--- src/verilog/port_two_cfg.svh ---
// Register map, field layout, reset values and bus codes for the port-two pin block.
// Contract
// - Mode bits 31..24 pick GPIO or special.
// - Direction bits 23..16 pick input or output.
// - Data field reads present pin levels.
// - Data writes act only on GPIO outputs.
// - Pin 5 special output drives inverted RTS.
// - Unused special combinations need nothing special.
// - Pin 4 output: SPI master enable when master.
// - Pin 4 output: receive clock when export set.
// - Pin 4 output: inverted general output one.
// - Pin 4 input: SPI slave clock when slave.
// - Pin 4 input: receive clock when source set.
// - Pin 3 input supplies receive data.
// - Pin 2 output: DMA acknowledge, low, request set.
// - Pin 2 input: inverted data-set-ready to serial.
// - Pin 1 input: inverted clear-to-send to serial.
// - Pin 0 output: DMA final low on last.
// - Pin 0 input: inverted carrier detect, software filters.
// - Pin 0 low input closes descriptor, interrupt.
`ifndef PORT_TWO_CFG_SVH
`define PORT_TWO_CFG_SVH

`define PT_CFG_ADDR 32'hFFB00024
`define PT_MODE_LSB 24
`define PT_DIR_LSB 16
`define PT_DATA_LSB 0
`define PT_MODE_RST 8'h00
`define PT_DIR_RST 8'h00
`define PT_DATA_RST 8'h00
`define PT_HTRANS_NONSEQ 2'h2
`define PT_HSIZE_WORD 3'h2
`define PT_HRESP_OKAY 1'b0

`endif

--- src/verilog/port_two_pkg.sv ---
// Types shared by the port-two pin block.
package port_two_pkg;

    // Pin personality, {mode, direction} in Gray order along the usual path.
    typedef enum logic [1:0]
    {
        PERS_GPIO_IN = 2'h0,
        PERS_GPIO_OUT = 2'h1,
        PERS_SF_OUT = 2'h3,
        PERS_SF_IN = 2'h2
    } pers_t;

endpackage : port_two_pkg

--- src/verilog/port_two_pin_function_config.sv ---
// Port-two configuration and data register with pin personality muxing, on AHB-Lite.
`include "port_two_cfg.svh"

module port_two_pin_function_config
    import port_two_pkg::*;
#(
    parameter int PIN_W = 8
)
(
    input wire logic CLK_I, // System clock, 50 MHz.
    input wire logic RSTN_I, // Asynchronous reset, active low.
    input wire logic HSEL_I, // Slave select.
    input wire logic [31:0] HADDR_I, // Byte address.
    input wire logic [1:0] HTRANS_I, // Transfer type.
    input wire logic HWRITE_I, // Write when high.
    input wire logic [2:0] HSIZE_I, // Transfer size.
    input wire logic [31:0] HWDATA_I, // Write data.
    input wire logic HREADY_I, // Bus ready.
    output logic [31:0] HRDATA_O, // Read data.
    output logic HREADYOUT_O, // Slave ready, always high.
    output logic HRESP_O, // Response, always OKAY.
    input wire logic [PIN_W-1:0] PIN_I, // Pad levels.
    output logic [PIN_W-1:0] PIN_O, // Pad drive levels.
    output logic [PIN_W-1:0] PIN_OE_O, // Pad drive enables, high drives.
    input wire logic CHB_TXD_I, // Channel B transmit data.
    input wire logic CHB_DTR_I, // Channel B terminal ready, active high.
    input wire logic CHB_RTS_I, // Channel B request to send, active high.
    input wire logic CHB_SPI_MASTER_I, // Channel B is SPI master.
    input wire logic CHB_SPI_SLAVE_I, // Channel B is SPI slave.
    input wire logic CHB_SPI_MEN_N_I, // SPI master enable, active low.
    input wire logic CHB_RX_CLK_I, // Channel B receiver clock.
    input wire logic CHB_OUT_ONE_I, // General output one, active high.
    input wire logic CHB_RX_CLK_EXPORT_I, // Receive clock export bit.
    input wire logic CHB_RX_CLK_SOURCE_I, // Receive clock source bit.
    output logic CHB_RXD_O, // Receive data to channel B.
    output logic CHB_SPI_SCLK_O, // SPI slave clock to channel B.
    output logic CHB_RX_CLK_EXT_O, // External receive clock to channel B.
    output logic CHB_DSR_O, // Data set ready, active high.
    output logic CHB_CTS_O, // Clear to send, active high.
    output logic CHB_DCD_O, // Carrier detect, active high.
    input wire logic DMA_EXT_REQ_I, // DMA channel 4 external request bit.
    input wire logic DMA_EXT_CYCLE_I, // External DMA cycle in progress.
    input wire logic DMA_LAST_I, // Cycle is final of descriptor.
    input wire logic DMA_DONE_IRQ_EN_I, // Interrupt enable for final input.
    output logic DMA_REQ_N_O, // DMA request from pin 6, active low.
    output logic DMA_CLOSE_O, // Close descriptor, one-cycle pulse.
    output logic DMA_DONE_IRQ_O // Interrupt request, one-cycle pulse.
);

    // Configuration state.
    logic [PIN_W-1:0] mode_r;
    logic [PIN_W-1:0] dir_r;
    logic [PIN_W-1:0] data_r;
    // Pad synchronisers.
    logic [PIN_W-1:0] pin_s1_r;
    logic [PIN_W-1:0] pin_s2_r;
    logic [PIN_W-1:0] pin_prev_r;
    // Bus pipeline.
    logic wr_dp_r;
    logic [31:0] rdata_r;
    logic addr_ok;
    logic wr_go;
    logic [PIN_W-1:0] gpo_mask;
    // Pin drive next values.
    logic [PIN_W-1:0] pin_nxt;
    logic [PIN_W-1:0] oe_nxt;
    logic [PIN_W-1:0] pin_r;
    logic [PIN_W-1:0] oe_r;
    // Serial and DMA outputs.
    logic rxd_r;
    logic sclk_r;
    logic rxclk_r;
    logic dsr_r;
    logic cts_r;
    logic dcd_r;
    logic dreq_n_r;
    logic close_r;
    logic irq_r;
    logic done_fall;

    // Personality of one pin from its mode and direction bits.
    function automatic pers_t pers(input logic [PIN_W-1:0] m, input logic [PIN_W-1:0] d,
                                   input int idx);
        pers = pers_t'({m[idx], d[idx]});
    endfunction : pers

    // A transfer to this block is started on a valid address phase.
    assign addr_ok = HSEL_I && HREADY_I && (HTRANS_I == `PT_HTRANS_NONSEQ);

    // Only a word write to the register address counts.
    assign wr_go = wr_dp_r;

    // Pins in GPIO output personality may take data writes.
    assign gpo_mask = ~mode_r & dir_r;

    // Zero wait states and always OKAY keep the slave trivially compliant.
    assign HREADYOUT_O = 1'b1;
    assign HRESP_O = `PT_HRESP_OKAY;
    assign HRDATA_O = rdata_r;

    // Two-flop pad synchroniser; the first stage feeds only the second.
    always_ff @(posedge CLK_I or negedge RSTN_I)
    begin
        if (!RSTN_I)
        begin
            pin_s1_r <= '0;
            pin_s2_r <= '0;
            pin_prev_r <= '0;
        end
        else
        begin
            pin_s1_r <= PIN_I;
            pin_s2_r <= pin_s1_r;
            pin_prev_r <= pin_s2_r;
        end
    end

    // Address phase: remember a write, capture read data for the next cycle.
    always_ff @(posedge CLK_I or negedge RSTN_I)
    begin
        if (!RSTN_I)
        begin
            wr_dp_r <= 1'b0;
            rdata_r <= 32'h00000000;
        end
        else
        begin
            wr_dp_r <= addr_ok && HWRITE_I && (HADDR_I == `PT_CFG_ADDR)
                       && (HSIZE_I == `PT_HSIZE_WORD);
            if (addr_ok && !HWRITE_I && (HADDR_I == `PT_CFG_ADDR))
            begin
                rdata_r <= {mode_r, dir_r, 8'h00, pin_s2_r};
            end
            else if (addr_ok && !HWRITE_I)
            begin
                rdata_r <= 32'h00000000;
            end
        end
    end

    // Mode and direction fields take the data phase word.
    always_ff @(posedge CLK_I or negedge RSTN_I)
    begin
        if (!RSTN_I)
        begin
            mode_r <= `PT_MODE_RST;
            dir_r <= `PT_DIR_RST;
        end
        else if (wr_go)
        begin
            mode_r <= HWDATA_I[`PT_MODE_LSB +: PIN_W];
            dir_r <= HWDATA_I[`PT_DIR_LSB +: PIN_W];
        end
    end

    // Data bits change only for pins that were GPIO outputs before the write.
    always_ff @(posedge CLK_I or negedge RSTN_I)
    begin
        if (!RSTN_I)
        begin
            data_r <= `PT_DATA_RST;
        end
        else if (wr_go)
        begin
            data_r <= (data_r & ~gpo_mask) | (HWDATA_I[`PT_DATA_LSB +: PIN_W] & gpo_mask);
        end
    end

    // Pad drive selection per personality; unused combinations leave the pad released.
    always_comb
    begin
        pin_nxt = data_r;
        oe_nxt = gpo_mask;
        for (int i = 0; i < PIN_W; i++)
        begin
            if (pers(mode_r, dir_r, i) == PERS_SF_OUT)
            begin
                case (i)
                    7:
                    begin
                        pin_nxt[i] = CHB_TXD_I;
                        oe_nxt[i] = 1'b1;
                    end
                    6:
                    begin
                        pin_nxt[i] = ~CHB_DTR_I;
                        oe_nxt[i] = 1'b1;
                    end
                    5:
                    begin
                        pin_nxt[i] = ~CHB_RTS_I;
                        oe_nxt[i] = 1'b1;
                    end
                    4:
                    begin
                        oe_nxt[i] = 1'b1;
                        if (CHB_SPI_MASTER_I)
                        begin
                            pin_nxt[i] = CHB_SPI_MEN_N_I;
                        end
                        else if (CHB_RX_CLK_EXPORT_I)
                        begin
                            pin_nxt[i] = CHB_RX_CLK_I;
                        end
                        else
                        begin
                            pin_nxt[i] = ~CHB_OUT_ONE_I;
                        end
                    end
                    2:
                    begin
                        pin_nxt[i] = ~(DMA_EXT_REQ_I && DMA_EXT_CYCLE_I);
                        oe_nxt[i] = 1'b1;
                    end
                    0:
                    begin
                        pin_nxt[i] = ~(DMA_EXT_REQ_I && DMA_EXT_CYCLE_I && DMA_LAST_I);
                        oe_nxt[i] = 1'b1;
                    end
                    default:
                    begin
                        pin_nxt[i] = 1'b0;
                        oe_nxt[i] = 1'b0;
                    end
                endcase
            end
        end
    end

    // Registered pad drive keeps the pads glitch free; costs one cycle of latency.
    always_ff @(posedge CLK_I or negedge RSTN_I)
    begin
        if (!RSTN_I)
        begin
            pin_r <= '0;
            oe_r <= '0;
        end
        else
        begin
            pin_r <= pin_nxt;
            oe_r <= oe_nxt;
        end
    end

    assign PIN_O = pin_r;
    assign PIN_OE_O = oe_r;

    // Special-function inputs to the serial channel and DMA, inverted where an active-low pad feeds an active-high input.
    always_ff @(posedge CLK_I or negedge RSTN_I)
    begin
        if (!RSTN_I)
        begin
            rxd_r <= 1'b1;
            sclk_r <= 1'b0;
            rxclk_r <= 1'b0;
            dsr_r <= 1'b0;
            cts_r <= 1'b0;
            dcd_r <= 1'b0;
            dreq_n_r <= 1'b1;
        end
        else
        begin
            rxd_r <= (pers(mode_r, dir_r, 3) == PERS_SF_IN) ? pin_s2_r[3] : 1'b1;
            sclk_r <= (pers(mode_r, dir_r, 4) == PERS_SF_IN) && CHB_SPI_SLAVE_I && pin_s2_r[4];
            rxclk_r <= (pers(mode_r, dir_r, 4) == PERS_SF_IN) && CHB_RX_CLK_SOURCE_I
                       && pin_s2_r[4];
            dsr_r <= (pers(mode_r, dir_r, 2) == PERS_SF_IN) && !pin_s2_r[2];
            cts_r <= (pers(mode_r, dir_r, 1) == PERS_SF_IN) && !pin_s2_r[1];
            dcd_r <= (pers(mode_r, dir_r, 0) == PERS_SF_IN) && !pin_s2_r[0];
            dreq_n_r <= (pers(mode_r, dir_r, 6) == PERS_SF_IN) ? pin_s2_r[6] : 1'b1;
        end
    end

    assign CHB_RXD_O = rxd_r;
    assign CHB_SPI_SCLK_O = sclk_r;
    assign CHB_RX_CLK_EXT_O = rxclk_r;
    assign CHB_DSR_O = dsr_r;
    assign CHB_CTS_O = cts_r;
    assign CHB_DCD_O = dcd_r;
    assign DMA_REQ_N_O = dreq_n_r;

    // Falling edge on a synchronised pin 0 marks the peripheral's final transfer.
    assign done_fall = pin_prev_r[0] && !pin_s2_r[0]
                       && (pers(mode_r, dir_r, 0) == PERS_SF_IN) && DMA_EXT_REQ_I;

    // One pulse per edge so a long low level closes only one descriptor.
    always_ff @(posedge CLK_I or negedge RSTN_I)
    begin
        if (!RSTN_I)
        begin
            close_r <= 1'b0;
            irq_r <= 1'b0;
        end
        else
        begin
            close_r <= done_fall;
            irq_r <= done_fall && DMA_DONE_IRQ_EN_I;
        end
    end

    assign DMA_CLOSE_O = close_r;
    assign DMA_DONE_IRQ_O = irq_r;

    a_mode_write: assert property (@(posedge CLK_I) disable iff (!RSTN_I)
        wr_go |=> mode_r == $past(HWDATA_I[31:24]))
        else $error("Mode field did not take the written value.");

    a_dir_write: assert property (@(posedge CLK_I) disable iff (!RSTN_I)
        wr_go |=> dir_r == $past(HWDATA_I[23:16]))
        else $error("Direction field did not take the written value.");

    a_data_read: assert property (@(posedge CLK_I) disable iff (!RSTN_I)
        (addr_ok && !HWRITE_I && HADDR_I == `PT_CFG_ADDR)
        |=> HRDATA_O[7:0] == $past(pin_s2_r) && HRDATA_O[31:24] == $past(mode_r))
        else $error("Read data does not show pin levels.");

    a_data_guard: assert property (@(posedge CLK_I) disable iff (!RSTN_I)
        wr_go |=> ((data_r ^ $past(data_r)) & ~$past(gpo_mask)) == 8'h00)
        else $error("Data bit changed on a pin that is not a GPIO output.");

    a_rts_drive: assert property (@(posedge CLK_I) disable iff (!RSTN_I)
        (mode_r[5] && dir_r[5]) |=> PIN_OE_O[5] && PIN_O[5] == !$past(CHB_RTS_I))
        else $error("Pin 5 does not drive inverted RTS.");

    // SPI master enable on pin 4
    a_spi_enable: assert property (@(posedge CLK_I) disable iff (!RSTN_I)
        (mode_r[4] && dir_r[4] && CHB_SPI_MASTER_I) |=> PIN_O[4] == $past(CHB_SPI_MEN_N_I))
        else $error("Pin 4 does not drive SPI master enable.");

    a_rxclk_out: assert property (@(posedge CLK_I) disable iff (!RSTN_I)
        (mode_r[4] && dir_r[4] && !CHB_SPI_MASTER_I && CHB_RX_CLK_EXPORT_I)
        |=> PIN_O[4] == $past(CHB_RX_CLK_I))
        else $error("Pin 4 does not drive the receive clock.");

    // general output one on pin 4
    a_general_output_one_drive: assert property (@(posedge CLK_I) disable iff (!RSTN_I)
        (mode_r[4] && dir_r[4] && !CHB_SPI_MASTER_I && !CHB_RX_CLK_EXPORT_I)
        |=> PIN_O[4] == !$past(CHB_OUT_ONE_I))
        else $error("Pin 4 does not drive inverted general output one.");

    a_rxd_path: assert property (@(posedge CLK_I) disable iff (!RSTN_I)
        (mode_r[3] && !dir_r[3]) |=> CHB_RXD_O == $past(pin_s2_r[3]))
        else $error("Receive data does not follow pin 3.");

    a_dack_low: assert property (@(posedge CLK_I) disable iff (!RSTN_I)
        (mode_r[2] && dir_r[2] && DMA_EXT_REQ_I && DMA_EXT_CYCLE_I)
        |=> PIN_OE_O[2] && !PIN_O[2])
        else $error("DMA acknowledge not driven low.");

    a_dsr_path: assert property (@(posedge CLK_I) disable iff (!RSTN_I)
        (mode_r[2] && !dir_r[2]) |=> CHB_DSR_O == !$past(pin_s2_r[2]))
        else $error("DSR is not the inverted pin 2 level.");

    // final output only on last cycle
    a_final_out: assert property (@(posedge CLK_I) disable iff (!RSTN_I)
        (mode_r[0] && dir_r[0]) |=> PIN_O[0]
        == !$past(DMA_EXT_REQ_I && DMA_EXT_CYCLE_I && DMA_LAST_I))
        else $error("DMA final output wrong.");

    a_done_close: assert property (@(posedge CLK_I) disable iff (!RSTN_I)
        (mode_r[0] && !dir_r[0] && DMA_EXT_REQ_I && $fell(pin_s2_r[0]))
        |=> DMA_CLOSE_O ##1 !DMA_CLOSE_O)
        else $error("Final input did not close the descriptor once.");

    a_reset_cfg: assert property (@(posedge CLK_I)
        $rose(RSTN_I) |-> mode_r == 8'h00 && dir_r == 8'h00 && PIN_OE_O == 8'h00)
        else $error("Configuration not cleared by reset.");

endmodule : port_two_pin_function_config

--- config.mk ---
export PLATFORM = sky130hd
export DESIGN_NAME = port_two_pin_function_config
export DESIGN_NICKNAME = d
export VERILOG_FILES = /design/src/verilog/port_two_pkg.sv /design/src/verilog/port_two_pin_function_config.sv
export VERILOG_INCLUDE_DIRS = /design/src /design/src/verilog
export SDC_FILE = /design/constraint.sdc
export NUM_CORES = 1
export LEC_CHECK = 0
export ABC_AREA = 0
export BUFFER_PORTS_ARGS = -buffer_cell sky130_fd_sc_hd__buf_4
export CAP_MARGIN = 0
export CORE_MARGIN = 10
export CORE_UTILIZATION = 40
export DETAILED_ROUTE_END_ITERATION = 10
export PLACE_DENSITY = 0.71
export SETUP_SLACK_MARGIN = 0.1
export SLEW_MARGIN = 5
export SYNTH_ARGS = -nofsm -noshare
export SYNTH_HDL_FRONTEND = slang
export SYNTH_SLANG_ARGS = --single-unit
export TNS_END_PERCENT = 20
--- constraint.sdc ---
create_clock -name CLK_I -period 1.45 [get_ports CLK_I]
set_input_delay 0.29 -clock CLK_I [delete_from_list [all_inputs] [get_ports CLK_I]]
set_output_delay 0.29 -clock CLK_I [all_outputs]
set_load 0.05 [all_outputs]
==> run metrics, run 1 <==
CP Data Arrival Time=1.87 ns; Yosys top cell area share=61.6%; buffers inserted during post-CTS setup optimization=0; total die area=0.0132 mm2; wire length of the first global-routing pass=15100 um; number of clock sinks=91; critical setup path kind=in -> reg; Synth Area per Inst=12.4 um2; status=finished with violations; highest-count cells in the layout ignoring fill and taps=138 x sky130_fd_sc_hd__buf_4, 89 x sky130_fd_sc_hd__dfrtp_1, 42 x sky130_fd_sc_hd__o21ai_0, 25 x sky130_fd_sc_hd__nand2_1, 24 x sky130_fd_sc_hd__inv_1; mapped cell area=0.00362 mm2; number of global-route vias before repair=2915; number of cells on the worst hold path=1; number of buffers created by CTS=9; mean routed wirelength per cell=17.6 um; launching element of the worst setup path=HADDR_I[17]; max-cap check violation count=0; count of cells along the worst register-to-register path=3; height of the die=115 um; number of synthesized flops with an enable pin=0; minimum setup slack in the final design=-0.171 ns; launch instance of the worst register-to-register path=wr_dp_r$_DFF_PN0_; area delta synth->final=38.2%; # nets final=522; Starting Density=41.3%; GRT Util Overall=14.4%; clk buf depth=2; Crit. End Element=flip-flop; PwrDens=892 mW/mm2; leading area contributor after synthesis=sky130_fd_sc_hd__dfrtp_1; pin count of the biggest net entering global routing=35; placeable core region=0.00876 mm2; final-report max-slew violation count=0; Post-Route Utilization=57.0%; Cell variety after synth=37; H-tree levels=3; leading post-synthesis cells by cell area=sky130_fd_sc_hd__dfrtp_1 62%, sky130_fd_sc_hd__o41ai_2 8.5%, sky130_fd_sc_hd__o21ai_0 5.8%, sky130_fd_sc_hd__mux2_2 2.8%, sky130_fd_sc_hd__nand2_1 2.6%; number of design-rule violations left by the first detailed-router iteration=121; leakage component of the power=2.58 nW; fraction of layout cells with a size suffix above 1=45.5%; standard-cell rows=34; clock latency at the later pin of the worst-skew pair=0.35 ns; final cycle utilization of the critical path=112%; TritonCTS clock tree=built; Worst Hold End=pin_s1_r[2]$_DFF_PN0_; overall die width=115 um; final hold violation count=0; Warnings, synthesis=0; CP startpoint kind=input pin; count of unresolved DRC violations after routing=0; max frequency=617 MHz; most common flop cell mapped by yosys=sky130_fd_sc_hd__dfrtp_1; number of setup violations in the final report=25; final worst clock skew=0.0127 ns; half-perimeter wire length after placement=7080 um; via/cell ratio=4.98; antenna diode count=0; leading cell type in the layout, fill and taps excluded=sky130_fd_sc_hd__buf_4; startpoint of the worst hold path=PIN_I[2]; input/output buffers=136; GP Congestion=0.760; FF-to-FF setup slack=0.25 ns; worst hold-check slack=0.0407 ns; antenna violations before repair=0; minimum clock period after layout=1.62 ns; cells after synthesis=291; sequential fraction of the synthesis area=63.0%; RSZ-0062 raised after global routing=true; violated checks=setup timing; CTS Root Cell=sky130_fd_sc_hd__clkbuf_8; Worst VDD drop=0.397 mV; Total Wirelength=9490 um; I/O Pins=155; Async SR Flop Fraction=100%; number of routed nets with antenna violations=0; CTS clock-pin slew for the worst setup and hold paths=0.09 ns; total number of vias=2686; required arrival time at the worst endpoint=1.70 ns; Hold WC Path Type=in -> reg; Critical Path Fanout Max=25; register bit count reported by yosys=91; grt total ovfl=0; number of search-and-repair iterations in the first detailed-routing pass=4
worst max path at each step:
stage / to / slack (ns)
finish: HRDATA_O[31]$_DFFE_PN0P_ / -0.17
CTS: HRDATA_O[31]$_DFFE_PN0P_ / -0.16
detailed placement: HRDATA_O[0]$_DFFE_PN0P_ / -0.64
global route: HRDATA_O[31]$_DFFE_PN0P_ / -0.20
floorplan: HRDATA_O[22]$_DFFE_PN0P_ / -0.42
global placement: HRDATA_O[1]$_DFFE_PN0P_ / -0.54
flip-flops by register name, indices dropped and copies added, names as in the netlist, 8 cells and up, named ones only:
signal    cells
HRDATA_O     24
PIN_O         8
PIN_OE_O      8
dir_r         8
mode_r        8
pin_s1_r      8
pin_s2_r      8
worst max-delay path, cell delays in order:
cell	delay [ns]
sky130_fd_sc_hd__buf_6	0.09
sky130_fd_sc_hd__or4b_4	0.51
sky130_fd_sc_hd__or4_4	0.44
sky130_fd_sc_hd__buf_12	0.19
sky130_fd_sc_hd__o41ai_2	0.34
synth_stat cells, drive strengths merged, types with 2 or more instances:
master,n
a21boi,2
conb,2
clkbuf,19
dfstp,2
nand3,3
nand2,25
dfrtp,89
nor3,2
nand4,3
buf,13
o41ai,24
mux2,9
inv,24
a21oi,2
and3,7
o21ai,42
nor4,4
and4,2
nor2b,3
area by class of cell:
cell class	count	area (um2)
fill	750	3770
sequential	91	2280
inverter	24	90.1
tap	108	135
clock buffer	13	139
timing repair buffer	148	1200
clock inverter	3	17.5
multi-input combinational	152	1140
power by group:
part	total, W	internal [W]	switching, W
Combinational	0.000409	0.000196	0.000213
Clock	0.00146	0.000621	0.000843
Sequential	0.00259	0.00257	0.0000136
kinds of logic after synthesis:
| family | count (synthesis) | share of synthesized area [%] |
|---|---|---|
| AOI/OAI and AO/OA | 74 | 17.1 |
| muxes | 9 | 2.80 |
| and+or+nand+nor | 59 | 9.17 |
| other | 2 | 0.208 |
| DFF | 91 | 63.0 |
| buffers and inverters | 56 | 7.68 |
stage by stage:
stage	setup TNS, ns	area (um2)	cells	power [W]	setup WS (ns)
6_report	-2.75	5000	539	0.00446	-0.171
5_1_grt	-3.58	5000	539	0.00466	-0.198
4_1_cts	-2.44	4960	539	0.00451	-0.157
3_5_place_dp	-13.71	4760	522	0.00305	-0.642
3_3_place_gp	-12.89	4760	522	0.00304	-0.541
2_1_floorplan	-9.77	3650	299	0.00278	-0.415
metal layers:
| metal | wire [um] | track usage [%] | up-vias |
|---|---|---|---|
| met1 | 3940 | 17.5 | 1310 |
| met2 | 4620 | 22.8 | 97 |
| met4 | 129 | 5.20 | 0 |
| met5 | 0 | 0 | - |
| met3 | 806 | 5.68 | 10 |
| li1 | - | - | 1269 |
timing repair:
action | 4_1_cts | 5_1_grt
pin swaps | 5 | 2
setup endpoints to repair | 27 | 27
hold buffers | 1 | 0
gates resized for setup | 7 | 6
endpoints found under the hold margin | 27 | 0
(Power assumes the default switching activity.)
==> run 2: changes to the inputs <==
Settings changed: ABC_AREA 0 to 1, CORE_UTILIZATION 40 to 24, PLACE_DENSITY 0.71 to 0.48.
==> run 2 against run 1 <==
Net effect: the run now ends clean; via count rose by 2.3%; critical path type is now reg -> out; first-iteration DRC count rose by 30%; design area rose by 0.95%; synthesized cell count rose by 16%; hold slack improved by 0.012 ns; critical path depth fell by 4; global-route usage fell by 4.5 points; combinational power rose by 6.8%.
==> run metrics, run 2 <==
height of the die=142 um (+23%); number of buffers and inverters on the critical path=1 (-1); max frequency=765 MHz (+24%); overall die width=142 um (+23%); worst path cell trace=buf_6; total number of vias=2747 (+2.3%); required arrival time at the worst endpoint=1.16 ns (-0.54 ns); Crit. End Element=output port; CTS clock-pin slew for the worst setup and hold paths=0.06 ns (-0.03 ns); max-cap check violation count=0 (unchanged); final-report max-slew violation count=0 (unchanged); TritonCTS clock tree=built; antenna diode count=0 (unchanged); placeable core region=0.0145 mm2 (+66%); CP Data Arrival Time=1.02 ns (-0.85 ns); FF-to-FF setup slack=0.32 ns (+0.07 ns); total die area=0.0201 mm2 (+51%); CTS Root Cell=sky130_fd_sc_hd__clkbuf_16; transition time at the pin with the least slew margin=0.512 ns; area fraction in compound gates after synthesis=3.84% (-13 points); GP Congestion=0.740 (-2.6%); main combinational cell family by area after synthesis=simple AND/OR/NAND/NOR gates; fraction of layout cells with a size suffix above 1=37.4% (-8.0 points); register bit count reported by yosys=91 (unchanged); Synth Area per Inst=10.5 um2 (-15%); final instance area=0.00504 mm2 (+0.95%); Warnings, synthesis=0 (unchanged); final worst clock skew=0.00783 ns (-0.00482 ns); setup TNS=0 ns (+2.75 ns); cells after synthesis=338 (+16%); Worst slew margin=65.8%; RSZ-0062 raised after global routing=false; sequential fraction of the synthesis area=64.2% (+1.2 points); H-tree levels=3 (unchanged); count of cells along the worst register-to-register path=3 (unchanged); clk buf depth=2 (unchanged); number of routed nets with antenna violations=0 (unchanged); cell family with the largest share of critical-path delay=flip-flops; buffers inserted during post-CTS setup optimization=0 (unchanged); launch instance of the worst register-to-register path=wr_dp_r$_DFF_PN0_; CP startpoint kind=flip-flop; Total Wirelength=10000 um (+5.4%); via/cell ratio=4.15 (-17%); clock latency at the later pin of the worst-skew pair=0.34 ns (about the same); leading area contributor after synthesis=sky130_fd_sc_hd__dfrtp_1; Cell variety after synth=28 (-24%); mean routed wirelength per cell=15.1 um (-14%); fillcell total=1495 (+99%); GRT Util Overall=9.96% (-4.5 points); Slowest cell on crit path=sky130_fd_sc_hd__dfstp_2; mux share of post-synthesis cell area=3.77% (+0.97 points); Async SR Flop Fraction=100% (unchanged); leakage component of the power=2.62 nW (+1.5%); grt total ovfl=0 (unchanged); mapped cell area=0.00355 mm2 (-1.8%); count of unresolved DRC violations after routing=0 (unchanged); number of setup violations in the final report=0 (-100%); highest-count cells in the layout ignoring fill and taps=137 x sky130_fd_sc_hd__buf_4, 89 x sky130_fd_sc_hd__dfrtp_1, 87 x sky130_fd_sc_hd__nand2_1, 28 x sky130_fd_sc_hd__inv_1, 24 x sky130_fd_sc_hd__nand4_1; area after detailed placement=0.00475 mm2 (-0.18%); number of search-and-repair iterations in the first detailed-routing pass=4 (unchanged); cell types with the highest counts after synthesis=89 x sky130_fd_sc_hd__dfrtp_1, 87 x sky130_fd_sc_hd__nand2_1, 28 x sky130_fd_sc_hd__inv_1; wire length of the first global-routing pass=15700 um (+4.2%); xor/xnor cell area share of the yosys netlist=0% (unchanged); Stages on worst setup path=1 (-4); Synth Area in Adders=0% (unchanged); pin count of the biggest net entering global routing=88 (+150%); Yosys top cell area share=62.7% (+1.1 points); I/O Pins=155 (unchanged); maximum single-stage delay on the critical path=0.53 ns (+0.02 ns); number of clock sinks=91 (unchanged); most common flop cell mapped by yosys=sky130_fd_sc_hd__dfrtp_1; number of buffers created by CTS=9 (unchanged); Starting Density=24.4% (-17 points); area delta synth->final=42.1%; Critical Path Fanout Max=1 (-96%); leading post-synthesis cells by cell area=sky130_fd_sc_hd__dfrtp_1 63%, sky130_fd_sc_hd__nand2_1 9.2%, sky130_fd_sc_hd__nand4_1 4.2%, sky130_fd_sc_hd__mux2_2 3.2%, sky130_fd_sc_hd__inv_1 3.0%; half-perimeter wire length after placement=7480 um (+5.7%); Worst VDD drop=0.453 mV (+14%); endpoint of the most critical setup path=CHB_RXD_O; leading cell type in the layout, fill and taps excluded=sky130_fd_sc_hd__buf_4; Post-Synth Simple-Gate Area=19.7% (+11 points); launching element of the worst setup path=CHB_RXD_O$_DFF_PN1_; number of global-route vias before repair=2946 (+1.1%); final cycle utilization of the critical path=90.1% (-22 points); Post-Route Utilization=34.7% (-22 points); number of synthesized flops with an enable pin=0 (unchanged); library cell with the highest instance count after synthesis=sky130_fd_sc_hd__dfrtp_1; final hold violation count=0 (unchanged); PwrDens=1040 mW/mm2 (+16%); Hold WC Path Type=in -> reg; critical setup path kind=reg -> out; minimum clock period after layout=1.31 ns (-0.314 ns); Largest register FFs=24 (unchanged); standard-cell rows=44 (+29%); input/output buffers=136 (unchanged); status=finished clean; # nets final=569 (+9.0%); number of design-rule violations left by the first detailed-router iteration=157 (+30%); antenna violations before repair=0 (unchanged)
[run 2: worst min path at each step]
| stage | startpoint | to | slack (ns) | cells after the start |
|---|---|---|---|---|
| after floorplan | RSTN_I | CHB_CTS_O$_DFF_PN0_ | -0.006 | 0 |
| after global placement | RSTN_I | PIN_OE_O[7]$_DFF_PN0_ | 0.1 | 1 |
| after detailed placement | RSTN_I | PIN_OE_O[7]$_DFF_PN0_ | 0.10 | 1 |
| after CTS | PIN_I[1] | pin_s1_r[1]$_DFF_PN0_ | 0.04 | 1 |
| after global routing | PIN_I[2] | pin_s1_r[2]$_DFF_PN0_ | 0.04 | 1 |
| final | PIN_I[5] | pin_s1_r[5]$_DFF_PN0_ | 0.05 | 1 |
[run 2: routing by layer]
layer  GRT usage, %  routed length, um
met1           12.3               4290
met2           14.8               4610
met3           4.97                987
met4           3.23                118
met5              0                  0
[run 2: final cells by class]
class,count,area (um2),area share [%]
flip-flops and latches,91,2280,45.2
repair buffers,144,1140,22.6
multi-input cells,198,1010,20.0
clock buffers,14,264,5.23
well taps,184,230,4.56
inverters,29,109,2.16
clock inverters,2,12.5,0.248
[run 2: power breakdown]
part,switching [W],total [W],internal (W)
clock,0.000943,0.00220,0.00126
sequential,0.0000182,0.00261,0.00259
combinational,0.000235,0.000437,0.000202
total,0.00120,0.00524,0.00405
[run 2: timing repair]
item / in CTS / in global routing
gates resized for setup: 1 / 1
hold buffers: 1 / 0
endpoints found under the setup margin: 2 / 1
pin swaps: 0 / 0
endpoints found under the hold margin: 4 / 0
[run 2: metrics by stage]
step / instances / worst slack, ns / hold slack (ns) / total power [W]
floorplan: 346 / 0.346 / -0.00559 / 0.00284
global placement: 645 / 0.146 / 0.0994 / 0.00309
detailed placement: 645 / 0.138 / 0.100 / 0.00310
CTS: 662 / 0.0998 / 0.0374 / 0.00534
global route: 662 / 0.111 / 0.0371 / 0.00548
finish: 662 / 0.143 / 0.0529 / 0.00524
[run 2: kinds of logic after synthesis]
group           count (synthesis)
simple gates                  151
mux                            12
flops                          91
other cells                     2
compound gates                 25
buf+inv                        57
